[src/logic/rro_pkg.sv]
// Purpose: Shared constants and carriers for the return/rotate opcode slice.
// Assumes: 14-bit instruction words, 8-bit data, 13-bit program counter.
// Notes: Opcode patterns are given as value and care mask.
package rro_pkg;
    localparam int RRO_IW = 14;
    localparam int RRO_DW = 8;
    localparam int RRO_PCW = 13;
    localparam int RRO_FAW = 7;
    // Opcode values and masks (mask bit 1 = bit compared)
    localparam logic [13:0] RRO_NO_OPERATION_VAL = 14'h0000;
    localparam logic [13:0] RRO_NO_OPERATION_MASK = 14'h3F9F;
    localparam logic [13:0] RRO_RETI_VAL = 14'h0009;
    localparam logic [13:0] RRO_RETI_MASK = 14'h3FFF;
    localparam logic [13:0] RRO_RETL_VAL = 14'h3400;
    localparam logic [13:0] RRO_RETL_MASK = 14'h3C00;
    localparam logic [13:0] RRO_RLC_VAL = 14'h0D00;
    localparam logic [13:0] RRO_RLC_MASK = 14'h3F00;
    // Field positions
    localparam int RRO_DEST_BIT = 7;
    localparam int RRO_MSB_BIT = 7;
    // Reset values
    localparam logic [12:0] RRO_PC_RST = 13'h0000;
    localparam logic [7:0] RRO_W_RST = 8'h00;
    localparam logic RRO_IRQ_EN_RST = 1'b0;
    localparam logic RRO_CARRY_RST = 1'b0;
    // Cycle counts
    localparam int RRO_RET_CYCLES = 2;
    localparam int RRO_ONE_CYCLE = 1;

    // One instruction presented to the block
    typedef struct packed {
        logic valid;
        logic [RRO_IW-1:0] word;
    } rro_instr_t;

    // File register write request
    typedef struct packed {
        logic en;
        logic [RRO_FAW-1:0] addr;
        logic [RRO_DW-1:0] data;
    } rro_fwrite_t;

    typedef enum logic [2:0] {
        RRO_ST_EXEC = 3'b001,
        RRO_ST_FLUSH = 3'b010,
        RRO_ST_IDLE = 3'b100
    } rro_state_t;
endpackage

[src/logic/rro_core.sv]
// Purpose: Executes no-op, interrupt return, literal return and rotate-left.
// Assumes: file data for the addressed register arrives the same cycle.
// Notes: Two-cycle returns assert busy during the flush cycle.
// Notes: The word fetched behind a return is dropped, not queued.
// Notes: Unknown words only step the PC; other opcodes live elsewhere.
// Notes on behaviour
// - Interrupt return pops the stack into the PC, sets global enable, two cycles, no flags.
// - Literal return loads W with the low 8 bits, ignores the don't-care bits, flags untouched.
// - Literal return also pops the stack top into the PC and takes two cycles.
// - Rotate-left moves old carry into bit 0 and old bit 7 into carry, changing only carry.
// - With destination bit 0 the rotated value goes to W and the file register is untouched.
// - With destination bit 1 the rotated value goes back to the file register in one cycle.
// - The rotate file address is a 7-bit field selecting registers 0 to 127.
`timescale 1ns/1ps
module rro_core
    import rro_pkg::*;
(
    input wire logic clk,
    input wire logic sys_rst,
    input wire rro_instr_t instr,
    input wire logic [RRO_PCW-1:0] stack_top_entry,
    input wire logic [RRO_DW-1:0] file_rdata,
    output logic [RRO_FAW-1:0] file_raddr,
    output logic busy,
    output logic stack_pop,
    output logic [RRO_PCW-1:0] pc,
    output logic [RRO_DW-1:0] w_reg,
    output logic carry,
    output logic global_irq_enable,
    output rro_fwrite_t file_wr
);
    rro_state_t state;
    rro_state_t next_state;
    logic take;
    // Pattern hits, all qualified by take
    logic is_no_operation;
    logic is_reti;
    logic is_retl;
    logic is_rlc;
    logic [RRO_DW-1:0] rot_val;
    // Derived controls
    logic ret_any;
    logic is_other;
    logic pc_step;
    logic rot_to_w;
    logic rot_to_file;
    // Next values of the architectural registers
    logic [RRO_PCW-1:0] next_pc;
    logic [RRO_DW-1:0] next_w_reg;
    logic next_carry;

    // Masked opcode compare, reused for every pattern
    // Mask bits at zero are the don't-care bits of the encoding
    function automatic logic op_match(
        input logic [13:0] w,
        input logic [13:0] v,
        input logic [13:0] m
    );
        op_match = ((w & m) == v);
    endfunction

    // Rotate left through carry; old carry fills bit 0
    // The old top bit leaves here and is caught by the carry register
    function automatic logic [RRO_DW-1:0] rot_left(
        input logic [RRO_DW-1:0] d,
        input logic c
    );
        rot_left = {d[RRO_DW-2:0], c};
    endfunction

    // Instructions are only taken in the execute state
    // The flush cycle and the dead cycle after reset both refuse words
    assign take = instr.valid && (state == RRO_ST_EXEC);

    // Pattern decode
    assign is_no_operation = take && op_match(instr.word, RRO_NO_OPERATION_VAL,
        RRO_NO_OPERATION_MASK);
    assign is_reti = take && op_match(instr.word, RRO_RETI_VAL, RRO_RETI_MASK);
    assign is_retl = take && op_match(instr.word, RRO_RETL_VAL, RRO_RETL_MASK);
    assign is_rlc = take && op_match(instr.word, RRO_RLC_VAL, RRO_RLC_MASK);

    // Any return pops the stack and flushes the word behind it
    assign ret_any = is_reti || is_retl;

    // Words matching no pattern here still step the PC
    assign is_other = take && !(is_no_operation || ret_any || is_rlc);

    // One-cycle words step the PC; returns load it instead
    assign pc_step = is_no_operation || is_rlc || is_other;

    // Rotate destination split on the d bit
    assign rot_to_w = is_rlc && !instr.word[RRO_DEST_BIT];
    assign rot_to_file = is_rlc && instr.word[RRO_DEST_BIT];

    // Read address is the raw 7-bit field; bank select is applied outside
    assign file_raddr = instr.word[RRO_FAW-1:0];
    assign rot_val = rot_left(file_rdata, carry);

    // Returns stall the fetch for the second cycle
    // Busy comes from state alone, so it never depends on the word
    assign busy = (state == RRO_ST_FLUSH);
    assign stack_pop = ret_any;

    // Sequencer: returns spend one extra flush cycle
    always_comb begin
        next_state = state;
        unique case (state)
            // Normal issue; only returns leave it
            RRO_ST_EXEC: begin
                if (ret_any) begin
                    next_state = RRO_ST_FLUSH;
                end
            end
            // Second cycle of a return; the fetched word is dropped
            RRO_ST_FLUSH: begin
                next_state = RRO_ST_EXEC;
            end
            // Dead cycle after reset, so the first word sees settled state
            RRO_ST_IDLE: begin
                next_state = RRO_ST_EXEC;
            end
            default: begin
                next_state = RRO_ST_EXEC; // Recover from illegal codes
            end
        endcase
    end

    // State register; reset lands in the idle dead cycle
    always_ff @(posedge clk) begin
        if (sys_rst) begin
            state <= RRO_ST_IDLE;
        end else begin
            state <= next_state;
        end
    end

    // Next PC: pop on return, else step on each one-cycle word
    // Pop wins over step; a word never asks for both
    always_comb begin
        next_pc = pc;
        if (ret_any) begin
            next_pc = stack_top_entry;
        end else if (pc_step) begin
            next_pc = pc + 13'h0001;
        end
    end

    // Program counter register
    always_ff @(posedge clk) begin
        if (sys_rst) begin
            pc <= RRO_PC_RST;
        end else begin
            pc <= next_pc;
        end
    end

    // Next W: literal return or rotate with d clear
    // Interrupt return leaves W alone so the handler's context survives
    always_comb begin
        next_w_reg = w_reg;
        if (is_retl) begin
            next_w_reg = instr.word[RRO_DW-1:0];
        end else if (rot_to_w) begin
            next_w_reg = rot_val;
        end
    end

    // Working register
    always_ff @(posedge clk) begin
        if (sys_rst) begin
            w_reg <= RRO_W_RST;
        end else begin
            w_reg <= next_w_reg;
        end
    end

    // Next carry: only rotate touches a flag
    // Returns and no-ops hold it, as they affect no status
    always_comb begin
        next_carry = carry;
        if (is_rlc) begin
            next_carry = file_rdata[RRO_MSB_BIT];
        end
    end

    // Carry register
    always_ff @(posedge clk) begin
        if (sys_rst) begin
            carry <= RRO_CARRY_RST;
        end else begin
            carry <= next_carry;
        end
    end

    // Global enable set by interrupt return; clearing is the controller's job
    // Set only here, so no clear path can race it inside this block
    always_ff @(posedge clk) begin
        if (sys_rst) begin
            global_irq_enable <= RRO_IRQ_EN_RST;
        end else if (is_reti) begin
            global_irq_enable <= 1'b1;
        end
    end

    // File write-back only when destination bit is set
    // Address and data follow every cycle; only the strobe qualifies them
    always_ff @(posedge clk) begin
        if (sys_rst) begin
            file_wr <= '0;
        end else begin
            file_wr.en <= rot_to_file;
            file_wr.addr <= instr.word[RRO_FAW-1:0];
            file_wr.data <= rot_val;
        end
    end
endmodule

[config.mk]
export PLATFORM = sky130hd
export DESIGN_NAME = rro_core
export DESIGN_NICKNAME = d
export VERILOG_FILES = /design/src/logic/rro_pkg.sv /design/src/logic/rro_core.sv
export SDC_FILE = /design/constraint.sdc
export NUM_CORES = 1
export LEC_CHECK = 0
export BUFFER_PORTS_ARGS = -buffer_cell sky130_fd_sc_hd__buf_4
export CORE_ASPECT_RATIO = 2
export CORE_UTILIZATION = 50
export DETAILED_ROUTE_END_ITERATION = 16
export GPL_ROUTABILITY_DRIVEN = 0
export PLACE_DENSITY = 0.84
export SETUP_SLACK_MARGIN = 0.3
export SYNTH_ARGS = -nofsm -noshare
export SYNTH_HDL_FRONTEND = slang
export SYNTH_SLANG_ARGS = --single-unit
[constraint.sdc]
create_clock -name clk -period 3.5 [get_ports clk]
set_input_delay 0.175 -clock clk [delete_from_list [all_inputs] [get_ports clk]]
set_output_delay 0.175 -clock clk [all_outputs]
set_load 0.01 [all_outputs]
# Word-level counts from Yosys, hierarchy flattened
# Cells that the tools add are included.
# W data, S select, Z words.
[word_totals] wordCells=42 register_bits=42 input_bits=38
[classes] n_reduce_logical=19 bitwise_logic=1 mux=6 eq_ne=6 n_addsub=1
[op_table] operator="$mux W13" count=2
[op_table] operator="$mux W8" count=2
[op_table] operator="$eq A14 B4 Y1 const B" count=1
[op_table] operator="$logic_not A14 Y1" count=1
[op_table] operator="$add A13 B1 Y13 const B" count=1
[op_table] operator="$logic_and A1 B1 Y1" count=8
[op_table] operator="$eq A6 B4 Y1 const B" count=1
[op_table] operator="$mux W3" count=2
[op_table] operator="$logic_or A1 B1 Y1" count=5
[op_table] operator="$eq A4 B4 Y1 const B" count=1
[op_table] operator="$reduce_bool A2 Y1" count=2
[op_table] operator="$eq A3 B1 Y1 const B" count=1
[op_table] operator="$eq A3 B2 Y1 const B" count=1
[op_table] operator="$logic_not A1 Y1" count=2
[op_table] operator="$ne A2 B2 Y1 const B" count=1
[op_table] operator="$reduce_or A2 Y1" count=1
[op_table] operator="$not A1 Y1" count=1

# Longest topological paths before layout
# Gate-level depths: netlist (run 1).
[depth] depth_word=11 mapped_depth=7

# Least setup slack after synthesis (run 1)
# No wires, ideal clock.
[synth_timing] path_type="flip-flop to flip-flop" start="reg pc[0]" end="reg pc[12]" t_arrival_ns=1.547 synth_period_minus_slack_ns=1.632 slack_ns=1.868 path_stages_with_launch=7 required_time_ns=3.414 n_path_buf=0 path_cell_list="dfxtp_1 > ha_1 > nand3_1 > nor3_1 > nand4_1 > xor2_1 > a211oi_1"
[synth_via] elab_chain_cells=3
[synth_lines] item="from (decl)" line_no="rro_core.sv:26" rtl="output logic [RRO_PCW-1:0] pc,"
[synth_lines] item="from (signal assigned)" line_no="rro_core.sv:153" rtl="pc <= next_pc;"
[synth_lines] item="$add A13 B1 Y13" line_no="rro_core.sv:144" rtl="next_pc = pc + 13'h0001;"
[synth_lines] item="$mux W13" line_no="rro_core.sv:143" rtl="end else if (pc_step) begin"
[synth_lines] item="$mux W13" line_no="rro_core.sv:141" rtl="if (ret_any) begin"
# Every way passes these cells. The select of a mux whose other input is x is not followed.
# A chain may end at the register's enable or synchronous reset.

# Final worst setup path (run 1)
[layout_timing] start="reg state[2]" end="reg w_reg[3]"
[layout_via] elab_chain_cells=5 elab_cells_between_ends=7 cone_classes="1 x eq/ne; 1 x mux; 5 x reduce/logical"
[layout_lines] item="from (decl)" line_no="rro_core.sv:32" rtl="rro_state_t state;"
[layout_lines] item="from (signal assigned)" line_no="rro_core.sv:133" rtl="state <= next_state;"
[layout_lines] item="$eq A3 B1 Y1 *" line_no="rro_core.sv:73" rtl="assign take = instr.valid && (state == RRO_ST_EXEC);"
[layout_lines] item="$logic_and A1 B1 Y1 *" line_no="rro_core.sv:73"
[layout_lines] item="$logic_and A1 B1 Y1" line_no="rro_core.sv:80" rtl="assign is_rlc = take && op_match(instr.word, RRO_RLC_VAL, RRO_RLC_MASK);"
[layout_lines] item="$logic_and A1 B1 Y1" line_no="rro_core.sv:92" rtl="assign rot_to_w = is_rlc && !instr.word[RRO_DEST_BIT];"
[layout_lines] item="$reduce_bool A2 Y1 (no source line)"
[layout_lines] item="to (signal assigned)" line_no="rro_core.sv:173" rtl="w_reg <= next_w_reg;"
[layout_lines] item="to (decl)" line_no="rro_core.sv:27" rtl="output logic [RRO_DW-1:0] w_reg,"
# Mark *: on every way between the ends. The rest lies on a longest branch, timed or not.

==> summary.txt, run 1 <==
Run status
  • Outcome: completed

Clocking
  • Sink count of the clock tree: 42
  • Clock root cell: clkbuf_8
  • Longest Clk Path Bufs: 2
  • Worst-Skew Late Latency: around 0.29 ns
  • Clk slew on worst S/H paths: 0.07 ns
  • CTS Hold Bufs: 0
  • TritonCTS Buffers: 5
  • CTS tree: yes
  • Number of H-tree levels: 2
  • CTS resizes: 0
  • Postcts setup bufs: 0

GRT
  • Initial antenna violation count: 0
  • Largest net degree at the start of global routing: 43
  • GRT Total Usage: between 20% and 30%
  • Via count of the first global-routing pass: 1691
  • Gr ovfl total: 0
  • First-pass GRT wire length: 7.44 mm

Setup path
  • Critical Path RT: between 3 and 4 ns
  • Critical Path End: w_reg[3]$_SDFFE_PP0P_
  • Crit path capture type: register
  • Worst path arrival time: 2.08 ns
  • CP startpoint kind: register
  • Setup crit start: state[2]$_SDFFE_PP1P_
  • Worst-case reg-to-reg path depth: 5
  • Crit Reg-Reg Startpoint: state[2]$_SDFFE_PP1P_
  • Worst-path maximum fanout: 23
  • Critical R2R Capture: w_reg[3]$_SDFFE_PP0P_
  • WS Path Type: reg2reg
  • R2r setup slk: 1.63 ns

Placement
  • IO buf count: 85
  • Post-Place Worst Slack: 1.66 ns
  • Dpl cells: 333
  • Dpl hpwl: 3.46 mm

Pwr
  • Clock power share: 32.1%
  • VDD IR-drop max: 0.315 mV
  • Gate power share: 12.8%
  • Sw Ratio: roughly 24%
  • Pwr Density: 349 mW/mm2
  • Leakage Power: 1.14 nW
  • Power Internal: 0.689 mW
  • Seq pwr share: 55.0%
  • NetSw: around 0.22 mW

Synth
  • Ys Warns: 0
  • Netlist cell types: 48
  • Syn Std Cell Area: 0.00193 mm2
  • Ys flop type: dfxtp_1
  • Syn Nets: 258
  • Register area share after synthesis: 43.6%
  • Post-synth EDFFs: 0
  • Avg Cell Area, Syn: 8.80 um2
  • Asr flop ratio synth: 0%
  • Synth Register Bits: 42
  • Gate count of the mapped netlist: 219

Drt
  • Met2 WL post-DR: 2.68 mm
  • WL/cell: 13.6 um
  • Wire length on met3: 209 um
  • DR top layer: met4
  • DR vias: 1846
  • Via-per-instance ratio: 5.43
  • Routed wire length: 4.63 mm
  • M1 WL: about 1.6 mm
  • Router iterations before antenna repair: 4
  • Antenna viol nets, final: 0
  • DR DRC count: 0
  • First-iteration detailed-routing DRC count: 33

Cells and area
  • Most common cell after layout, fill and taps aside: buf_4
  • Final Non-Filler Cells: 340
  • Area growth syn-to-layout: 35.4%
  • Max FFs per register: 16
  • Layout cell share with drive strength beyond 1: 34.4%
  • # diodes: 0
  • Layout net count: between 300 and 400
  • Most frequent cells in the layout: buf_4, dfxtp_1, nor2_1, nand2_1, nor2b_1

Timing
  • Count of final max-slew check failures: 0
  • Achievable Freq: 0.534 GHz
  • Post-Route Setup TNS: 0 ns
  • Pin slew with the least headroom to its limit: 0.633 ns
  • Final setup fails: 0
  • Clock Skew: ~0.0023 ns
  • Min Tclk post-route: 1.87 ns
  • RSZ-0062 raised after global routing: no
  • Final WS setup: 1.63 ns
  • Period utilisation layout: 53.5%
  • Rel. slew slack: a little under three fifths
  • Hold Violations, Final: 0

Die
  • Initial Util: 52.9%
  • IO Pins: 86
  • Core area: 0.00365 mm2
  • Die Height: 89.8 um
  • Die ar.: a little over 0.004 mm2
  • Die width: about 46 um
  • Rows: 31

Hold path
  • Worst hold path class: in2reg

Run
  • Maxcap violations: 0
[metrics by stage]
step	instance area, um2	power, mW	utilization [%]	hold slack [ns]
6_report	2610	0.910	71.6	0.105
5_1_grt	2610	0.952	71.6	0.108
4_1_cts	2610	0.921	71.6	0.101
3_5_place_dp	2530	0.629	69.4	0.402
3_3_place_gp	2530	0.627	69.4	0.399
2_1_floorplan	1930	0.562	-	0.265
[layout make-up]
class | count | area (um2)
Multi-Input combinational cell | 152 | 965
Sequential cell | 42 | 841
Timing Repair Buffer | 87 | 653
Clock inverter | 2 | 10.0
Inverter | 3 | 11.3
Fill cell | 339 | 1040
Tap cell | 49 | 61.3
Clock buffer | 5 | 68.8
[cell usage after synthesis, types with 2 or more instances]
library cell / instances / area share [%]
a311oi_1: 2 / 0.91
dfxtp_1: 42 / 44
buf_2: 2 / 0.52
and3_1: 3 / 0.97
a21oi_1: 5 / 1.3
nand4_1: 4 / 1.3
nand2_1: 15 / 2.9
xor2_1: 2 / 0.91
nand3_1: 12 / 3.1
a211oi_1: 9 / 3.5
clkbuf_1: 10 / 1.9
or3_1: 2 / 0.65
and2_1: 2 / 0.65
nor3_1: 5 / 1.3
nor2b_1: 15 / 4.9
inv_1: 3 / 0.58
mux2i_1: 7 / 3.6
nand4b_1: 2 / 0.91
nor4_1: 4 / 1.3
buf_6: 2 / 1.2
o21ai_0: 7 / 1.8
nand2b_1: 2 / 0.65
a31oi_1: 7 / 2.3
nor2_1: 24 / 4.7
buf_4: 7 / 2.7
nor4b_1: 2 / 0.91
[kinds of logic after synthesis]
group | count (synthesis) | synth area share, %
multiplexers | 7 | 3.63
AO/OA/AOI/OAI | 42 | 15.4
flip-flops | 42 | 43.6
adder cells (fa/ha/maj) | 1 | 0.649
AND/OR/NAND/NOR | 100 | 28.6
buffers and inverters | 25 | 7.14
XOR/XNOR | 2 | 0.909
[per-layer routing]
metal / GRT usage, % / vias to the layer above
met5: 0 / -
met4: 11.3 / 0
met3: 3.61 / 10
met2: 42.5 / 65
met1: 24.7 / 851
li1: - / 920
[critical path, cell delays in order (launching register included)]
cell and delay, ns:
dfxtp_1 0.34, nor4bb_4 0.27, buf_4 0.29, nand3_1 0.39, mux2i_1 0.23, a211oi_1 0.25
[power groups by stage]
stage	Clock, mW	Combinational (mW)	Sequential [mW]
after floorplan	0	0.0454	0.517
after global placement	0	0.116	0.511
after detailed placement	0	0.117	0.512
after CTS	0.302	0.118	0.501
after global routing	0.323	0.127	0.502
final	0.293	0.117	0.501
[how the worst min path moves through the flow]
| stage | startpoint | endpoint | slack, ns | cells past startpoint |
|---|---|---|---|---|
| global route | file_rdata[5] | file_wr[6]$_SDFF_PP0_ | 0.11 | 2 |
| CTS | file_rdata[2] | file_wr[3]$_SDFF_PP0_ | 0.10 | 2 |
| finish | file_rdata[2] | file_wr[3]$_SDFF_PP0_ | 0.10 | 2 |
| detailed placement | file_rdata[2] | file_wr[3]$_SDFF_PP0_ | 0.40 | 2 |
| floorplan | sys_rst | state[2]$_SDFFE_PP1P_ | 0.27 | 1 |
| global placement | file_rdata[3] | file_wr[4]$_SDFF_PP0_ | 0.40 | 2 |
(Power assumes the default switching activity.)
==> run 2, diff against run 1 <==
--- a/config.mk
+++ b/config.mk
@@ -5,12 +5,13 @@
 export SDC_FILE = /design/constraint.sdc
 export NUM_CORES = 1
 export LEC_CHECK = 0
+export ABC_AREA = 1
 export BUFFER_PORTS_ARGS = -buffer_cell sky130_fd_sc_hd__buf_4
 export CORE_ASPECT_RATIO = 2
-export CORE_UTILIZATION = 50
+export CORE_UTILIZATION = 43
 export DETAILED_ROUTE_END_ITERATION = 16
 export GPL_ROUTABILITY_DRIVEN = 0
-export PLACE_DENSITY = 0.84
+export PLACE_DENSITY = 0.75
 export SETUP_SLACK_MARGIN = 0.3
 export SYNTH_ARGS = -nofsm -noshare
 export SYNTH_HDL_FRONTEND = slang
==> constraint.sdc (replaced) <==
create_clock -name clk -period 1.6 [get_ports clk]
set_input_delay 0.08 -clock clk [delete_from_list [all_inputs] [get_ports clk]]
set_output_delay 0.08 -clock clk [all_outputs]
set_load 0.01 [all_outputs]
==> summary.txt, run 2 <==
Pwr
  • Power Internal: 1.52 mW (+120%)
  • VDD IR-drop max: 0.801 mV (+150%)
  • Sw Ratio: 26.1% (+1.8 points)
  • Pwr Total: 2.06 mW (+130%)
  • NetSw: 0.538 mW (+140%)
  • Seq pwr share: 52.9% (-2.1 points)
  • Clock power share: 33.0% (+0.9 points)
  • Pwr Density: 654 mW/mm2 (+88%)
  • Gate power share: 14.1% (+1.3 points)
  • Leakage Power: 1.53 nW (+34%)

Run
  • Maxcap violations: 0 (unchanged)

Timing
  • Achievable Freq: 0.707 GHz (+32%)
  • Count of final max-slew check failures: 0 (unchanged)
  • Post-Route Setup TNS: 0 ns (unchanged)
  • Hold slack: 0.0166 ns (-0.0879 ns)
  • Clock Skew: 0.00506 ns (+0.00278 ns)
  • Final WS setup: 0.185 ns (-1.44 ns)
  • Final setup fails: 0 (unchanged)
  • Pin slew with the least headroom to its limit: 0.372 ns (-0.261 ns)
  • Period utilisation layout: 88.4% (+35 points)
  • Min Tclk post-route: 1.41 ns (-0.459 ns)
  • Hold Violations, Final: 0 (unchanged)
  • RSZ-0062 raised after global routing: yes
  • Rel. slew slack: 75.0% (+18 points)

Cells and area
  • Post-layout util: 67.2% (-4.4 points)
  • Most frequent cells in the layout: buf_4, nand2_1, nor2_1, inv_1, dfxtp_1
  • Finished Cell Area: 0.00315 mm2 (+21%)
  • Max FFs per register: 16 (unchanged)
  • Layout net count: 460 (+39%)
  • Layout cell share with drive strength beyond 1: 35.6% (+1.3 points)
  • Final Non-Filler Cells: 476 (+40%)
  • Multi-input logic area: 0.00109 mm2 (+13%)
  • Filler cells: 416 (+23%)
  • Most common cell after layout, fill and taps aside: buf_4
  • Area growth syn-to-layout: 48.4%
  • # diodes: 0 (unchanged)
  • Register area: 851 um2 (+1.2%)

GRT
  • GRT Total Usage: 24.6% (+0.78 points)
  • Met1 GRT Util: 22.7% (-2.1 points)
  • GR Util met3: 3.60% (-0.011 points)
  • Via count of the first global-routing pass: 2224 (+32%)
  • Initial antenna violation count: 0 (unchanged)
  • Gr ovfl total: 0 (unchanged)
  • Most used routing layer: met2
  • First-pass GRT wire length: 9.61 mm (+29%)
  • GR Util met2: 46.9% (+4.4 points)
  • Largest net degree at the start of global routing: 19 (-56%)

Run status
  • Outcome: completed

Setup path
  • WS Path Type: reg2reg
  • Worst-path maximum fanout: 4 (-83%)
  • Worst path arrival time: 1.61 ns (-0.47 ns)
  • Crit path capture type: register
  • CP startpoint kind: register
  • Crit Reg-Reg Startpoint: state[1]$_SDFFE_PP0P_
  • Critical Path RT: 1.79 ns (-1.91 ns)
  • Setup crit start: state[1]$_SDFFE_PP0P_

Synth
  • Post-synth top cells: nand2_1, nor2_1, inv_1
  • Register area share after synthesis: 39.6% (-4.0 points)
  • Post-synth EDFFs: 0 (unchanged)
  • Avg Cell Area, Syn: 6.57 um2 (-25%)
  • Cell accounting for the most synthesized area: dfxtp_1
  • Netlist cell types: 26 (-46%)
  • Yosys top cell area share: 39.6% (-4.0 points)
  • Asr flop ratio synth: 0% (unchanged)
  • Ys Warns: 0 (unchanged)
  • Gate count of the mapped netlist: 323 (+47%)
  • Most numerous cell in the Yosys netlist: nand2_1
  • Ys flop type: dfxtp_1
  • Syn Std Cell Area: 0.00212 mm2 (+10%)
  • Syn Nets: 362 (+40%)
  • Area contributors post-synth: dfxtp_1, nand2_1, nor2_1
  • Synth Register Bits: 42 (unchanged)

Hold path
  • Worst hold path class: in2reg
  • Hold_sp: instr[6]

Drt
  • Antenna viol nets, final: 0 (unchanged)
  • DR DRC count: 0 (unchanged)
  • Via-per-instance ratio: 4.90 (-9.7%)
  • DR vias: 2334 (+26%)
  • Routed wire length: 6.26 mm (+35%)
  • WL/cell: 13.2 um (-3.3%)
  • First-iteration detailed-routing DRC count: 45 (+36%)
  • Router iterations before antenna repair: 4 (unchanged)

Clocking
  • Sink count of the clock tree: 42 (unchanged)
  • Longest Clk Path Bufs: 2 (unchanged)
  • TritonCTS Buffers: 5 (unchanged)
  • Number of H-tree levels: 2 (unchanged)
  • Worst-Skew Late Latency: 0.29 ns (about the same)
  • Clk slew on worst S/H paths: 0.09 ns (+0.02 ns)
  • Clock root cell: clkbuf_8
  • CTS tree: yes

Placement
  • IO buf count: 85 (unchanged)
  • Dpl cells: 453 (+36%)
  • Dpl hpwl: 4.45 mm (+28%)
  • Area post-placement: 0.00279 mm2 (+10%)
  • Post-Place Worst Slack: 0.141 ns (-1.52 ns)

Die
  • Die width: 51.7 um (+13%)
  • Core area: 0.00469 mm2 (+29%)
  • Initial Util: 45.3% (-7.6 points)
  • Rows: 35 (+13%)
  • Die Height: 101 um (+13%)
  • IO Pins: 86 (unchanged)
  • Die ar.: 0.00523 mm2 (+27%)
[run 2: area by class of cell]
class	count	area share, %
clock buffers	5	2.19
clock inverters	2	0.477
inverters	48	5.84
multi-input cells	214	34.5
flip-flops and latches	42	27.0
well taps	55	2.19
repair buffers	109	27.5
repair inverters	1	0.238
[run 2: routing by layer]
metal | share of wire, % | wire length (um)
met1 | 36 | 2270
met4 | 4.2 | 261
met2 | 56 | 3510
met3 | 3.4 | 212
met5 | 0 | 0
[run 2: final timing paths]
| check | slack [ns] | end | depth (start not counted) |
|---|---|---|---|
| setup / recovery | 0.19 | w_reg[7]$_SDFFE_PP0P_ | 10 |
| hold reg to reg | 0.47 | global_irq_enable$_SDFFE_PP0P_ | 2 |
| setup reg to reg | 0.19 | w_reg[7]$_SDFFE_PP0P_ | 10 |
| hold / removal | 0.02 | file_wr[14]$_SDFF_PP0_ | 3 |
[run 2: critical path, stage by stage (launching register included)]
cell and delay [ns]:
dfxtp_2 0.32, inv_2 0.06, nand2_2 0.06, nor2_4 0.14, buf_6 0.14, nand3_4 0.08, o21ai_4 0.20, buf_6 0.13
nand2_2 0.03, o211ai_1 0.08, inv_1 0.05
[run 2: logic make-up after synthesis]
kind of cell / after synthesis / share of synthesized area, %
XOR/XNOR: 3 / 1.24
buffers and inverters: 67 / 13.9
AO/OA/AOI/OAI: 35 / 9.14
adder cells (fa/ha/maj): 1 / 0.590
AND/OR/NAND/NOR: 175 / 35.5
flip-flops: 42 / 39.6
[run 2: power groups by stage]
| stage | Combinational, mW | Sequential [mW] | Clock, mW |
|---|---|---|---|
| finish | 0.291 | 1.09 | 0.680 |
| global route | 0.317 | 1.09 | 0.738 |
| CTS | 0.285 | 1.09 | 0.703 |
| detailed placement | 0.262 | 1.11 | 0 |
| global placement | 0.258 | 1.11 | 0 |
| floorplan | 0.106 | 1.12 | 0 |
[run 2: timing repair]
action | CTS | global route
gates resized for setup | 21 | 25
endpoints found under the hold margin | 7 | 0
gates cloned | 1 | 0
setup buffers | 6 | 2
setup endpoints to repair | 22 | 23
hold buffers | 7 | 0
pin swaps | 3 | 8
